[src/chan_cal_pkg.sv]
package chan_cal_pkg;

  // register indices, not byte offsets; byte address is four times index
  localparam logic [7:0] IDX_CHAN6_CONFIG          = 8'h27;
  localparam logic [7:0] IDX_CHAN6_OFFSET_CAL_HIGH = 8'h28;
  localparam logic [7:0] IDX_CHAN6_OFFSET_CAL_LOW  = 8'h29;
  localparam logic [7:0] IDX_CHAN6_GAIN_CAL_HIGH   = 8'h2A;
  localparam logic [7:0] IDX_CHAN6_GAIN_CAL_LOW    = 8'h2B;
  localparam logic [7:0] IDX_CHAN7_CONFIG          = 8'h2C;

  // reset values
  localparam logic [15:0] RST_CONFIG      = 16'h0000;
  localparam logic [15:0] RST_OFFSET_HIGH = 16'h0000;
  localparam logic [7:0]  RST_OFFSET_LOW  = 8'h00;
  localparam logic [15:0] RST_GAIN_HIGH   = 16'h8000;
  localparam logic [7:0]  RST_GAIN_LOW    = 8'h00;

  // config and calibration-low field positions
  localparam int PHASE_LSB = 6;
  localparam int DCOFF_BIT = 2;
  localparam int CAL_LOW_LSB = 8;

  // input selection codes
  typedef enum logic [1:0] {
    SEL_OWN_PINS  = 2'b00,
    SEL_SHORTED   = 2'b01,
    SEL_TEST_POS  = 2'b10,
    SEL_TEST_NEG  = 2'b11
  } input_sel_t;

  // one channel configuration
  typedef struct packed {
    logic [9:0] phase_delay;
    logic       dc_filter_off;
    input_sel_t input_select;
  } chan_cfg_t;

  localparam chan_cfg_t RST_CFG = '{phase_delay: 10'h000, dc_filter_off: 1'b0,
                                    input_select: SEL_OWN_PINS};

endpackage

[src/chan_cal_regs.sv]
`timescale 1ns/10ps
`default_nettype none
// Summary of operation
// - config holds 10-bit signed phase delay in 15:6; bits 5:3 read zero
// - config bit 2 set disables dc filter for channel; clear follows global
// - config bits 1:0 select input: own pins, shorted, positive or negative test
// - offset upper sixteen bits in high register, read-write, reset zero
// - offset low byte in upper byte of low register; lower byte reads zero
// - gain upper sixteen bits in high register, reset 8000h for unity gain
// - gain low byte in upper byte of low register; lower byte reads zero
// - offset high/low at 28h/29h, gain high/low at 2Ah/2Bh
// - next channel config at 2Ch, same layout, resets zero
module chan_cal_regs (
  input  wire logic                      mclk,
  input  wire logic                      resetn,
  input  wire logic                      hsel,
  input  wire logic [31:0]               haddr,
  input  wire logic [1:0]                htrans,
  input  wire logic                      hwrite,
  input  wire logic [2:0]                hsize,
  input  wire logic [31:0]               hwdata,
  input  wire logic                      hready,
  output logic      [31:0]               hrdata,
  output logic                           hreadyout,
  output logic                           hresp,
  output chan_cal_pkg::chan_cfg_t        chan6_cfg,
  output chan_cal_pkg::chan_cfg_t        chan7_cfg,
  output logic      [23:0]               chan6_offset,
  output logic      [23:0]               chan6_gain
);

  ////////////////////////////////////////////////////////////////////////////
  // address phase capture

  logic       wr_pend;
  logic [7:0] wr_idx;
  logic       addr_ok;
  logic [7:0] acc_idx;

  assign acc_idx = haddr[9:2];
  assign addr_ok = hsel && hready && htrans[1] && (haddr[31:10] == 22'h0);

  // latch write address for data phase
  always_ff @(posedge mclk) begin
    if (!resetn) begin
      wr_pend <= 1'b0;
      wr_idx  <= 8'h00;
    end else begin
      wr_pend <= addr_ok && hwrite;
      wr_idx  <= acc_idx;
    end
  end

  // zero-wait slave, always okay
  always_ff @(posedge mclk) begin
    if (!resetn) begin
      hreadyout <= 1'b1;
      hresp     <= 1'b0;
    end else begin
      hreadyout <= 1'b1;
      hresp     <= 1'b0;
    end
  end

  ////////////////////////////////////////////////////////////////////////////
  // register storage

  logic [15:0] wdata;
  assign wdata = hwdata[15:0];

  // channel 6 configuration
  always_ff @(posedge mclk) begin
    if (!resetn) begin
      chan6_cfg <= chan_cal_pkg::RST_CFG;
    end else if (wr_pend && wr_idx == chan_cal_pkg::IDX_CHAN6_CONFIG) begin
      chan6_cfg.phase_delay   <= wdata[15:chan_cal_pkg::PHASE_LSB];
      chan6_cfg.dc_filter_off <= wdata[chan_cal_pkg::DCOFF_BIT];
      chan6_cfg.input_select  <= chan_cal_pkg::input_sel_t'(wdata[1:0]);
    end
  end

  // channel 7 configuration, same layout
  always_ff @(posedge mclk) begin
    if (!resetn) begin
      chan7_cfg <= chan_cal_pkg::RST_CFG;
    end else if (wr_pend && wr_idx == chan_cal_pkg::IDX_CHAN7_CONFIG) begin
      chan7_cfg.phase_delay   <= wdata[15:chan_cal_pkg::PHASE_LSB];
      chan7_cfg.dc_filter_off <= wdata[chan_cal_pkg::DCOFF_BIT];
      chan7_cfg.input_select  <= chan_cal_pkg::input_sel_t'(wdata[1:0]);
    end
  end

  // offset calibration word
  always_ff @(posedge mclk) begin
    if (!resetn) begin
      chan6_offset <= {chan_cal_pkg::RST_OFFSET_HIGH, chan_cal_pkg::RST_OFFSET_LOW};
    end else if (wr_pend && wr_idx == chan_cal_pkg::IDX_CHAN6_OFFSET_CAL_HIGH) begin
      chan6_offset[23:8] <= wdata;
    end else if (wr_pend && wr_idx == chan_cal_pkg::IDX_CHAN6_OFFSET_CAL_LOW) begin
      chan6_offset[7:0] <= wdata[15:chan_cal_pkg::CAL_LOW_LSB];
    end
  end

  // gain calibration word, unity after reset
  always_ff @(posedge mclk) begin
    if (!resetn) begin
      chan6_gain <= {chan_cal_pkg::RST_GAIN_HIGH, chan_cal_pkg::RST_GAIN_LOW};
    end else if (wr_pend && wr_idx == chan_cal_pkg::IDX_CHAN6_GAIN_CAL_HIGH) begin
      chan6_gain[23:8] <= wdata;
    end else if (wr_pend && wr_idx == chan_cal_pkg::IDX_CHAN6_GAIN_CAL_LOW) begin
      chan6_gain[7:0] <= wdata[15:chan_cal_pkg::CAL_LOW_LSB];
    end
  end

  ////////////////////////////////////////////////////////////////////////////
  // read path

  logic [15:0] next_rdata;

  // decode; reserved bits and unmapped indices read zero
  always_comb begin
    next_rdata = 16'h0000;
    case (acc_idx)
      chan_cal_pkg::IDX_CHAN6_CONFIG:
        next_rdata = {chan6_cfg.phase_delay, 3'b000, chan6_cfg.dc_filter_off,
                      chan6_cfg.input_select};
      chan_cal_pkg::IDX_CHAN6_OFFSET_CAL_HIGH: next_rdata = chan6_offset[23:8];
      chan_cal_pkg::IDX_CHAN6_OFFSET_CAL_LOW:  next_rdata = {chan6_offset[7:0], 8'h00};
      chan_cal_pkg::IDX_CHAN6_GAIN_CAL_HIGH:   next_rdata = chan6_gain[23:8];
      chan_cal_pkg::IDX_CHAN6_GAIN_CAL_LOW:    next_rdata = {chan6_gain[7:0], 8'h00};
      chan_cal_pkg::IDX_CHAN7_CONFIG:
        next_rdata = {chan7_cfg.phase_delay, 3'b000, chan7_cfg.dc_filter_off,
                      chan7_cfg.input_select};
      default: next_rdata = 16'h0000;
    endcase
  end

  // read data registered into the data phase
  always_ff @(posedge mclk) begin
    if (!resetn) begin
      hrdata <= 32'h0000_0000;
    end else if (addr_ok && !hwrite) begin
      hrdata <= {16'h0000, next_rdata};
    end
  end

  ////////////////////////////////////////////////////////////////////////////
  // assertions

  // read accepted outside reset, so hrdata really loads
  logic rd_take;
  assign rd_take = resetn && addr_ok && !hwrite;

  a_cfg_reserved_zero: assert property (@(posedge mclk) disable iff (!resetn)
    $past(rd_take && acc_idx == chan_cal_pkg::IDX_CHAN6_CONFIG)
    |-> hrdata[5:3] == 3'b000)
    else $error("config reserved bits not zero");

  a_phase_write: assert property (@(posedge mclk) disable iff (!resetn)
    wr_pend && wr_idx == chan_cal_pkg::IDX_CHAN6_CONFIG
    |=> chan6_cfg.phase_delay == $past(hwdata[15:6]))
    else $error("phase delay not stored");

  a_dc_off_write: assert property (@(posedge mclk) disable iff (!resetn)
    wr_pend && wr_idx == chan_cal_pkg::IDX_CHAN6_CONFIG
    |=> chan6_cfg.dc_filter_off == $past(hwdata[2]))
    else $error("dc filter bit not stored");

  a_sel_write: assert property (@(posedge mclk) disable iff (!resetn)
    wr_pend && wr_idx == chan_cal_pkg::IDX_CHAN6_CONFIG
    |=> chan6_cfg.input_select == $past(hwdata[1:0]))
    else $error("input select not stored");

  a_offset_high: assert property (@(posedge mclk) disable iff (!resetn)
    wr_pend && wr_idx == chan_cal_pkg::IDX_CHAN6_OFFSET_CAL_HIGH
    |=> chan6_offset[23:8] == $past(hwdata[15:0]))
    else $error("offset high not stored");

  a_offset_low: assert property (@(posedge mclk) disable iff (!resetn)
    $past(rd_take && acc_idx == chan_cal_pkg::IDX_CHAN6_OFFSET_CAL_LOW)
    |-> hrdata[15:0] == {$past(chan6_offset[7:0]), 8'h00})
    else $error("offset low readback wrong");

  a_gain_reset: assert property (@(posedge mclk)
    $past(!resetn)
    |-> chan6_gain == {chan_cal_pkg::RST_GAIN_HIGH, chan_cal_pkg::RST_GAIN_LOW})
    else $error("gain not unity after reset");

  a_gain_low: assert property (@(posedge mclk) disable iff (!resetn)
    wr_pend && wr_idx == chan_cal_pkg::IDX_CHAN6_GAIN_CAL_LOW
    |=> chan6_gain[7:0] == $past(hwdata[15:8]))
    else $error("gain low not stored");

  a_gain_high_read: assert property (@(posedge mclk) disable iff (!resetn)
    $past(rd_take && acc_idx == chan_cal_pkg::IDX_CHAN6_GAIN_CAL_HIGH)
    |-> hrdata[15:0] == $past(chan6_gain[23:8]))
    else $error("gain high readback wrong");

  a_chan7_write: assert property (@(posedge mclk) disable iff (!resetn)
    wr_pend && wr_idx == chan_cal_pkg::IDX_CHAN7_CONFIG
    |=> chan7_cfg == $past({hwdata[15:6], hwdata[2:0]}))
    else $error("chan7 config not stored");

  a_upper_zero: assert property (@(posedge mclk) disable iff (!resetn)
    hrdata[31:16] == 16'h0000 && hresp == 1'b0)
    else $error("upper read bits not zero");

  a_cfg6_reset: assert property (@(posedge mclk)
    $past(!resetn) |-> chan6_cfg == chan_cal_pkg::RST_CFG)
    else $error("chan6 config not cleared by reset");

  a_cfg7_reset: assert property (@(posedge mclk)
    $past(!resetn) |-> chan7_cfg == chan_cal_pkg::RST_CFG)
    else $error("chan7 config not cleared by reset");

  a_offset_reset: assert property (@(posedge mclk)
    $past(!resetn)
    |-> chan6_offset == {chan_cal_pkg::RST_OFFSET_HIGH, chan_cal_pkg::RST_OFFSET_LOW})
    else $error("offset not cleared by reset");

  a_rdata_reset: assert property (@(posedge mclk)
    $past(!resetn) |-> hrdata == 32'h0000_0000)
    else $error("read data not cleared by reset");

  a_ready_always: assert property (@(posedge mclk) disable iff (!resetn)
    hreadyout == 1'b1)
    else $error("slave inserted a wait state");

  a_offset_low_write: assert property (@(posedge mclk) disable iff (!resetn)
    wr_pend && wr_idx == chan_cal_pkg::IDX_CHAN6_OFFSET_CAL_LOW
    |=> chan6_offset[7:0] == $past(hwdata[15:8]))
    else $error("offset low not stored");

  a_gain_high_write: assert property (@(posedge mclk) disable iff (!resetn)
    wr_pend && wr_idx == chan_cal_pkg::IDX_CHAN6_GAIN_CAL_HIGH
    |=> chan6_gain[23:8] == $past(hwdata[15:0]))
    else $error("gain high not stored");

  a_offset_high_read: assert property (@(posedge mclk) disable iff (!resetn)
    $past(rd_take && acc_idx == chan_cal_pkg::IDX_CHAN6_OFFSET_CAL_HIGH)
    |-> hrdata[15:0] == $past(chan6_offset[23:8]))
    else $error("offset high readback wrong");

  a_gain_low_read: assert property (@(posedge mclk) disable iff (!resetn)
    $past(rd_take && acc_idx == chan_cal_pkg::IDX_CHAN6_GAIN_CAL_LOW)
    |-> hrdata[15:0] == {$past(chan6_gain[7:0]), 8'h00})
    else $error("gain low readback wrong");

  a_cfg6_read: assert property (@(posedge mclk) disable iff (!resetn)
    $past(rd_take && acc_idx == chan_cal_pkg::IDX_CHAN6_CONFIG)
    |-> hrdata[15:6] == $past(chan6_cfg.phase_delay) && hrdata[2:0] == $past(chan6_cfg[2:0]))
    else $error("chan6 config readback wrong");

  a_cfg7_read: assert property (@(posedge mclk) disable iff (!resetn)
    $past(rd_take && acc_idx == chan_cal_pkg::IDX_CHAN7_CONFIG)
    |-> hrdata[15:6] == $past(chan7_cfg.phase_delay) && hrdata[2:0] == $past(chan7_cfg[2:0]))
    else $error("chan7 config readback wrong");

  a_cfg7_reserved: assert property (@(posedge mclk) disable iff (!resetn)
    $past(rd_take && acc_idx == chan_cal_pkg::IDX_CHAN7_CONFIG)
    |-> hrdata[5:3] == 3'b000)
    else $error("chan7 reserved bits not zero");

  a_low_reserved: assert property (@(posedge mclk) disable iff (!resetn)
    $past(rd_take && (acc_idx == chan_cal_pkg::IDX_CHAN6_OFFSET_CAL_LOW
                      || acc_idx == chan_cal_pkg::IDX_CHAN6_GAIN_CAL_LOW))
    |-> hrdata[7:0] == 8'h00)
    else $error("low register reserved byte not zero");

  a_unmapped_read: assert property (@(posedge mclk) disable iff (!resetn)
    $past(rd_take && (acc_idx < chan_cal_pkg::IDX_CHAN6_CONFIG
                      || acc_idx > chan_cal_pkg::IDX_CHAN7_CONFIG))
    |-> hrdata == 32'h0000_0000)
    else $error("unmapped index read not zero");

  a_cfg6_hold: assert property (@(posedge mclk) disable iff (!resetn)
    !(wr_pend && wr_idx == chan_cal_pkg::IDX_CHAN6_CONFIG)
    |=> $stable(chan6_cfg))
    else $error("chan6 config changed without write");

  a_cfg7_hold: assert property (@(posedge mclk) disable iff (!resetn)
    !(wr_pend && wr_idx == chan_cal_pkg::IDX_CHAN7_CONFIG)
    |=> $stable(chan7_cfg))
    else $error("chan7 config changed without write");

  a_offset_hold: assert property (@(posedge mclk) disable iff (!resetn)
    !(wr_pend && (wr_idx == chan_cal_pkg::IDX_CHAN6_OFFSET_CAL_HIGH
                  || wr_idx == chan_cal_pkg::IDX_CHAN6_OFFSET_CAL_LOW))
    |=> $stable(chan6_offset))
    else $error("offset changed without write");

  a_gain_hold: assert property (@(posedge mclk) disable iff (!resetn)
    !(wr_pend && (wr_idx == chan_cal_pkg::IDX_CHAN6_GAIN_CAL_HIGH
                  || wr_idx == chan_cal_pkg::IDX_CHAN6_GAIN_CAL_LOW))
    |=> $stable(chan6_gain))
    else $error("gain changed without write");

  a_rdata_hold: assert property (@(posedge mclk) disable iff (!resetn)
    !(addr_ok && !hwrite) |=> $stable(hrdata))
    else $error("read data changed without read");

  a_write_pend: assert property (@(posedge mclk) disable iff (!resetn)
    addr_ok && hwrite |=> wr_pend)
    else $error("write address phase not taken");

  a_read_no_pend: assert property (@(posedge mclk) disable iff (!resetn)
    addr_ok && !hwrite |=> !wr_pend)
    else $error("read taken as write");

  a_offset_low_split: assert property (@(posedge mclk) disable iff (!resetn)
    wr_pend && wr_idx == chan_cal_pkg::IDX_CHAN6_OFFSET_CAL_LOW
    |=> chan6_offset[23:8] == $past(chan6_offset[23:8]))
    else $error("offset low write touched high part");

  a_gain_low_split: assert property (@(posedge mclk) disable iff (!resetn)
    wr_pend && wr_idx == chan_cal_pkg::IDX_CHAN6_GAIN_CAL_LOW
    |=> chan6_gain[23:8] == $past(chan6_gain[23:8]))
    else $error("gain low write touched high part");

endmodule
`default_nettype wire

[config.mk]
export PLATFORM = sky130hd
export DESIGN_NAME = chan_cal_regs
export DESIGN_NICKNAME = d
export VERILOG_FILES = /design/src/chan_cal_pkg.sv /design/src/chan_cal_regs.sv
export SDC_FILE = /design/constraint.sdc
export NUM_CORES = 1
export LEC_CHECK = 0
export BUFFER_PORTS_ARGS = -buffer_cell sky130_fd_sc_hd__buf_4
export CORE_MARGIN = 8
export CORE_UTILIZATION = 50
export CTS_CLUSTER_SIZE = 10
export DETAILED_ROUTE_END_ITERATION = 10
export PLACE_DENSITY = 0.82
export SETUP_SLACK_MARGIN = 0.3
export SYNTH_ARGS = -nofsm -noshare
export SYNTH_HDL_FRONTEND = slang
export SYNTH_SLANG_ARGS = --single-unit
[constraint.sdc]
create_clock -name mclk -period 5.24 [get_ports mclk]
set_clock_uncertainty 0.15 [all_clocks]
set_input_delay 0.524 -clock mclk [delete_from_list [all_inputs] [get_ports mclk]]
set_output_delay 0.524 -clock mclk [all_outputs]
set_load 0.01 [all_outputs]
==> impl_metrics.json <==
{
  "outcome": "finished clean",
  "io_buffers": 141,
  "register_area_sq_um": 1982,
  "syn-instance-count": 434,
  "detailroute.via_count": 3729,
  "antenna_violating_nets_post_route": 0,
  "max_freq_mhz": 352.0,
  "end_of_the_worst_register_to_register_path": "chan7_cfg[1]$_SDFFE_PN0P_",
  "power_per_cell_area_nw_per_um2": 236.5,
  "max_slew.worst_pin.slew_ns": 0.9709,
  "viasPerCell": 5.574,
  "hold_viol_final": 0,
  "critical_path.startpoint_type": "input port",
  "cts.path.max_buffers": 2,
  "synth_seq_cells": 99,
  "worst_skew_pair.late_latency_ns": 0.36,
  "hold_path.startpoint": "haddr[9]",
  "drtPass1Iterations": 4,
  "first_global_vias": 3899,
  "start_util_pct": 51.35,
  "min_period_ns": 2.841,
  "clkTransAtPathRegs_ns": 0.10,
  "power.share.clock_pct": 37.1,
  "power.switching_fraction_pct": 24.15,
  "netlist_area_sq_um": 4478,
  "startpoint": "haddr[11]",
  "stdcell_count": 669,
  "synth-warning-count": 0,
  "ys_seq_area_share_pct": 44.26,
  "fillerInstances": 720,
  "power.leakage_nw": 2.422,
  "drc": 0,
  "wl_mm": 13.00,
  "holdBufCountCts": 0,
  "critical_path.max_fanout": 23,
  "synthToLayoutAreaGrowth_pct": 26.46,
  "drt_iter0_markers": 230,
  "holdCritPathClass": "in -> reg",
  "syn-mean-instance-area_sq_um": 10.32,
  "cp_data_arrival_time_ns": 2.95,
  "timing.slew.headroom_pct": 35.08,
  "clockRootBuffer": "sky130_fd_sc_hd__clkbuf_8",
  "grt_pass1_wl_mm": 20.75,
  "dieArea_sq_um": 12240,
  "setup_viol_count_final": 0,
  "final_layout_size_suffix_gt1_share_pct": 32.09,
  "grt_usage_pct": 20.46,
  "ioPinCount": 182,
  "report.final.slew_viol_count": 0,
  "antenna_found_initial": 0,
  "critical_path.max_stage_delay_ns": 0.81,
  "ctsHtreeMaxLevel": 3,
  "hpwl_mm": 9.700,
  "fp.coreArea_sq_um": 8721,
  "worstPathCellList": "buf_4 > nor4b_1 > nand4_1 > or3_1 > o311a_1",
  "critPathTopFamily": "simple AND/OR/NAND/NOR gates",
  "cts_made_buffers": 9,
  "rsz_0062_raised_after_global_routing": "false",
  "worstPathBufferInverterCount": 1,
  "end_kind": "flip-flop",
  "reg2reg_setup_slack_ns": 2.70,
  "globalRouteOverflowTotal": 0,
  "final_net_count": 630,
  "cts_sinks": 99,
  "maximum_number_of_pins_on_one_net_before_global_route_repair": 44,
  "dp_cells": 653,
  "die_height_um": 110.6,
  "min_to": "wr_idx[7]$_SDFF_PN0_",
  "synth_edf_count": 0,
  "netSwitchingPower_mw": 0.3235,
  "ir_drop_worst_case_vdd_uv": 159.1,
  "antenna_cells": 0,
  "r2r_cells": 4,
  "power.share.sequential_pct": 56.6,
  "synthDistinctLibCells": 45,
  "gp_congestion": 0.7997,
  "tns_ns": 0,
  "max_cap_viols": 0,
  "post_cts_resize_count": 0,
  "critPathRequiredTime_ns": 5.35,
  "async_flop_share_pct": 0,
  "cts_post_setup_buffers_inserted": 0,
  "comb_power_share_pct": 6.3,
  "tritoncts": "done",
  "multi_input_combinational_cell_area_sq_um": 2253,
  "synth_flop_cell": "sky130_fd_sc_hd__dfxtp_1",
  "timing.final.crit_share_pct": 54.21,
  "cellInternalPower_mw": 1.016,
  "timing.hold.worst_path_depth": 2,
  "floorplan.die.width_um": 110.6,
  "worstReg2RegStart": "wr_idx[6]$_SDFF_PN0_",
  "cpMaxStageDelayCell": "sky130_fd_sc_hd__or3_1",
  "setup.worst_path.class": "in -> reg",
  "drt_wl_cell_um": 19.44,
  "num_rows": 34
}
state kept, by name (all words and copies together) (netlist names):
| name | count |
|---|---|
| wr_idx | 8 |
| chan7_cfg | 13 |
| chan6_cfg | 13 |
| chan6_offset | 24 |
| hrdata | 16 |
| chan6_gain | 24 |
| wr_pend | 1 |
logic make-up (layout without fill, tap and decap cells):
logic type,Yosys count,after routing,synth area share (%)
buffers and inverters,52,163,6.901
muxes,90,90,22.07
other,2,18,0.1677
and+or+nand+nor,143,143,17.97
AOI/OAI and AO/OA,48,48,8.634
DFF,99,99,44.26
per-layer routing:
| layer | routed length [um] | vias to the layer above | global-route usage [%] |
|---|---|---|---|
| met5 | 0 | - | 0 |
| met4 | 119 | 0 | 6.036 |
| met3 | 1105 | 8 | 5.519 |
| met2 | 6445 | 171 | 34.30 |
| met1 | 5335 | 1794 | 24.94 |
| li1 | - | 1756 | - |
cell usage in the layout, fill, tap and decap left out, drive strengths merged, types with 2 or more instances in the layout:
cell and instances:
o21bai 7, o21a 6, nor3 11, nor4 8
mux2i 83, mux4 7, clkinv 2, or3 4
nand2 3, a221oi 5, clkbuf 9, o21ai 6
or3b 3, nand4b 3, nand3 3, and2 7
nand2b 2, o311a 7, buf 144, conb 18
dfxtp 99, inv 5, a211oi 2, a22o 7
nor2b 7, or4b 4, clkinvlp 2, nor4b 3
nor2 79, o211ai 5
final cells by class:
type	count	area share (%)
tap	108	2.386
inverter	3	0.1989
timing repair buffer	144	19.09
sequential	99	35.00
clock buffer	9	2.187
clock inverter	7	1.348
multi-input combinational	299	39.79
Yosys cell counts, types with 2 or more instances:
cell                       count  share of area (%)
sky130_fd_sc_hd__nor2_1       79                6.6
sky130_fd_sc_hd__nand2_1       3               0.25
sky130_fd_sc_hd__buf_4        22                3.7
sky130_fd_sc_hd__a221oi_1      5               0.98
sky130_fd_sc_hd__nor3_2        3               0.67
sky130_fd_sc_hd__nor3_1        8               0.89
sky130_fd_sc_hd__buf_6         3               0.75
sky130_fd_sc_hd__o21a_1        6                1.0
sky130_fd_sc_hd__nor2b_1       7               0.98
sky130_fd_sc_hd__nand4b_1      3               0.59
sky130_fd_sc_hd__dfxtp_1      99                 44
sky130_fd_sc_hd__mux4_2        7                3.5
sky130_fd_sc_hd__and2_1        7               0.98
sky130_fd_sc_hd__conb_1        2               0.17
sky130_fd_sc_hd__or3_1         4               0.56
sky130_fd_sc_hd__nor4b_1       3               0.59
sky130_fd_sc_hd__nand3_1       3               0.34
sky130_fd_sc_hd__o21ai_1       6               0.67
sky130_fd_sc_hd__o21bai_1      7                1.2
sky130_fd_sc_hd__buf_2         7               0.78
sky130_fd_sc_hd__or4b_1        3               0.67
sky130_fd_sc_hd__a22o_1        7                1.4
sky130_fd_sc_hd__clkbuf_1     16                1.3
sky130_fd_sc_hd__inv_1         3               0.25
sky130_fd_sc_hd__o211ai_1      5               0.84
sky130_fd_sc_hd__nor4_1        4               0.56
sky130_fd_sc_hd__nor4_4        4                1.9
sky130_fd_sc_hd__o311a_1       7                1.6
sky130_fd_sc_hd__or3b_1        2               0.39
sky130_fd_sc_hd__mux2i_1      83                 19
sky130_fd_sc_hd__nand2b_1      2               0.28
power by group through the flow:
stage	clock network (mW)	logic [mW]	registers, mW
2_1_floorplan	0	0.0480	0.774
3_3_place_gp	0	0.0812	0.775
3_5_place_dp	0	0.0833	0.776
4_1_cts	0.502	0.0837	0.758
5_1_grt	0.530	0.0914	0.759
6_report	0.497	0.0845	0.758
worst max-delay path by stage:
stage | to | slack [ns] | cells past startpoint
finish | hrdata[12]$_SDFFE_PN0P_ | 2.40 | 5
floorplan | hrdata[10]$_SDFFE_PN0P_ | 3.14 | 5
detailed placement | hrdata[12]$_SDFFE_PN0P_ | 1.99 | 5
global placement | hrdata[8]$_SDFFE_PN0P_ | 2.05 | 5
CTS | hrdata[9]$_SDFFE_PN0P_ | 2.36 | 5
global route | hrdata[15]$_SDFFE_PN0P_ | 2.18 | 5
per-stage QoR:
step | utilization (%) | power (mW) | setup slack (ns) | cell area, sq um | hold WS [ns]
global placement | 62.64 | 0.8566 | 2.052 | 5463 | 0.3482
floorplan | - | 0.8218 | 3.139 | 4538 | 0.3668
detailed placement | 62.64 | 0.8591 | 1.989 | 5463 | 0.3541
global route | 64.94 | 1.380 | 2.177 | 5663 | 0.2341
CTS | 64.94 | 1.344 | 2.360 | 5663 | 0.2207
finish | 64.94 | 1.339 | 2.399 | 5663 | 0.2261
Power figures use the tool's default switching activity.
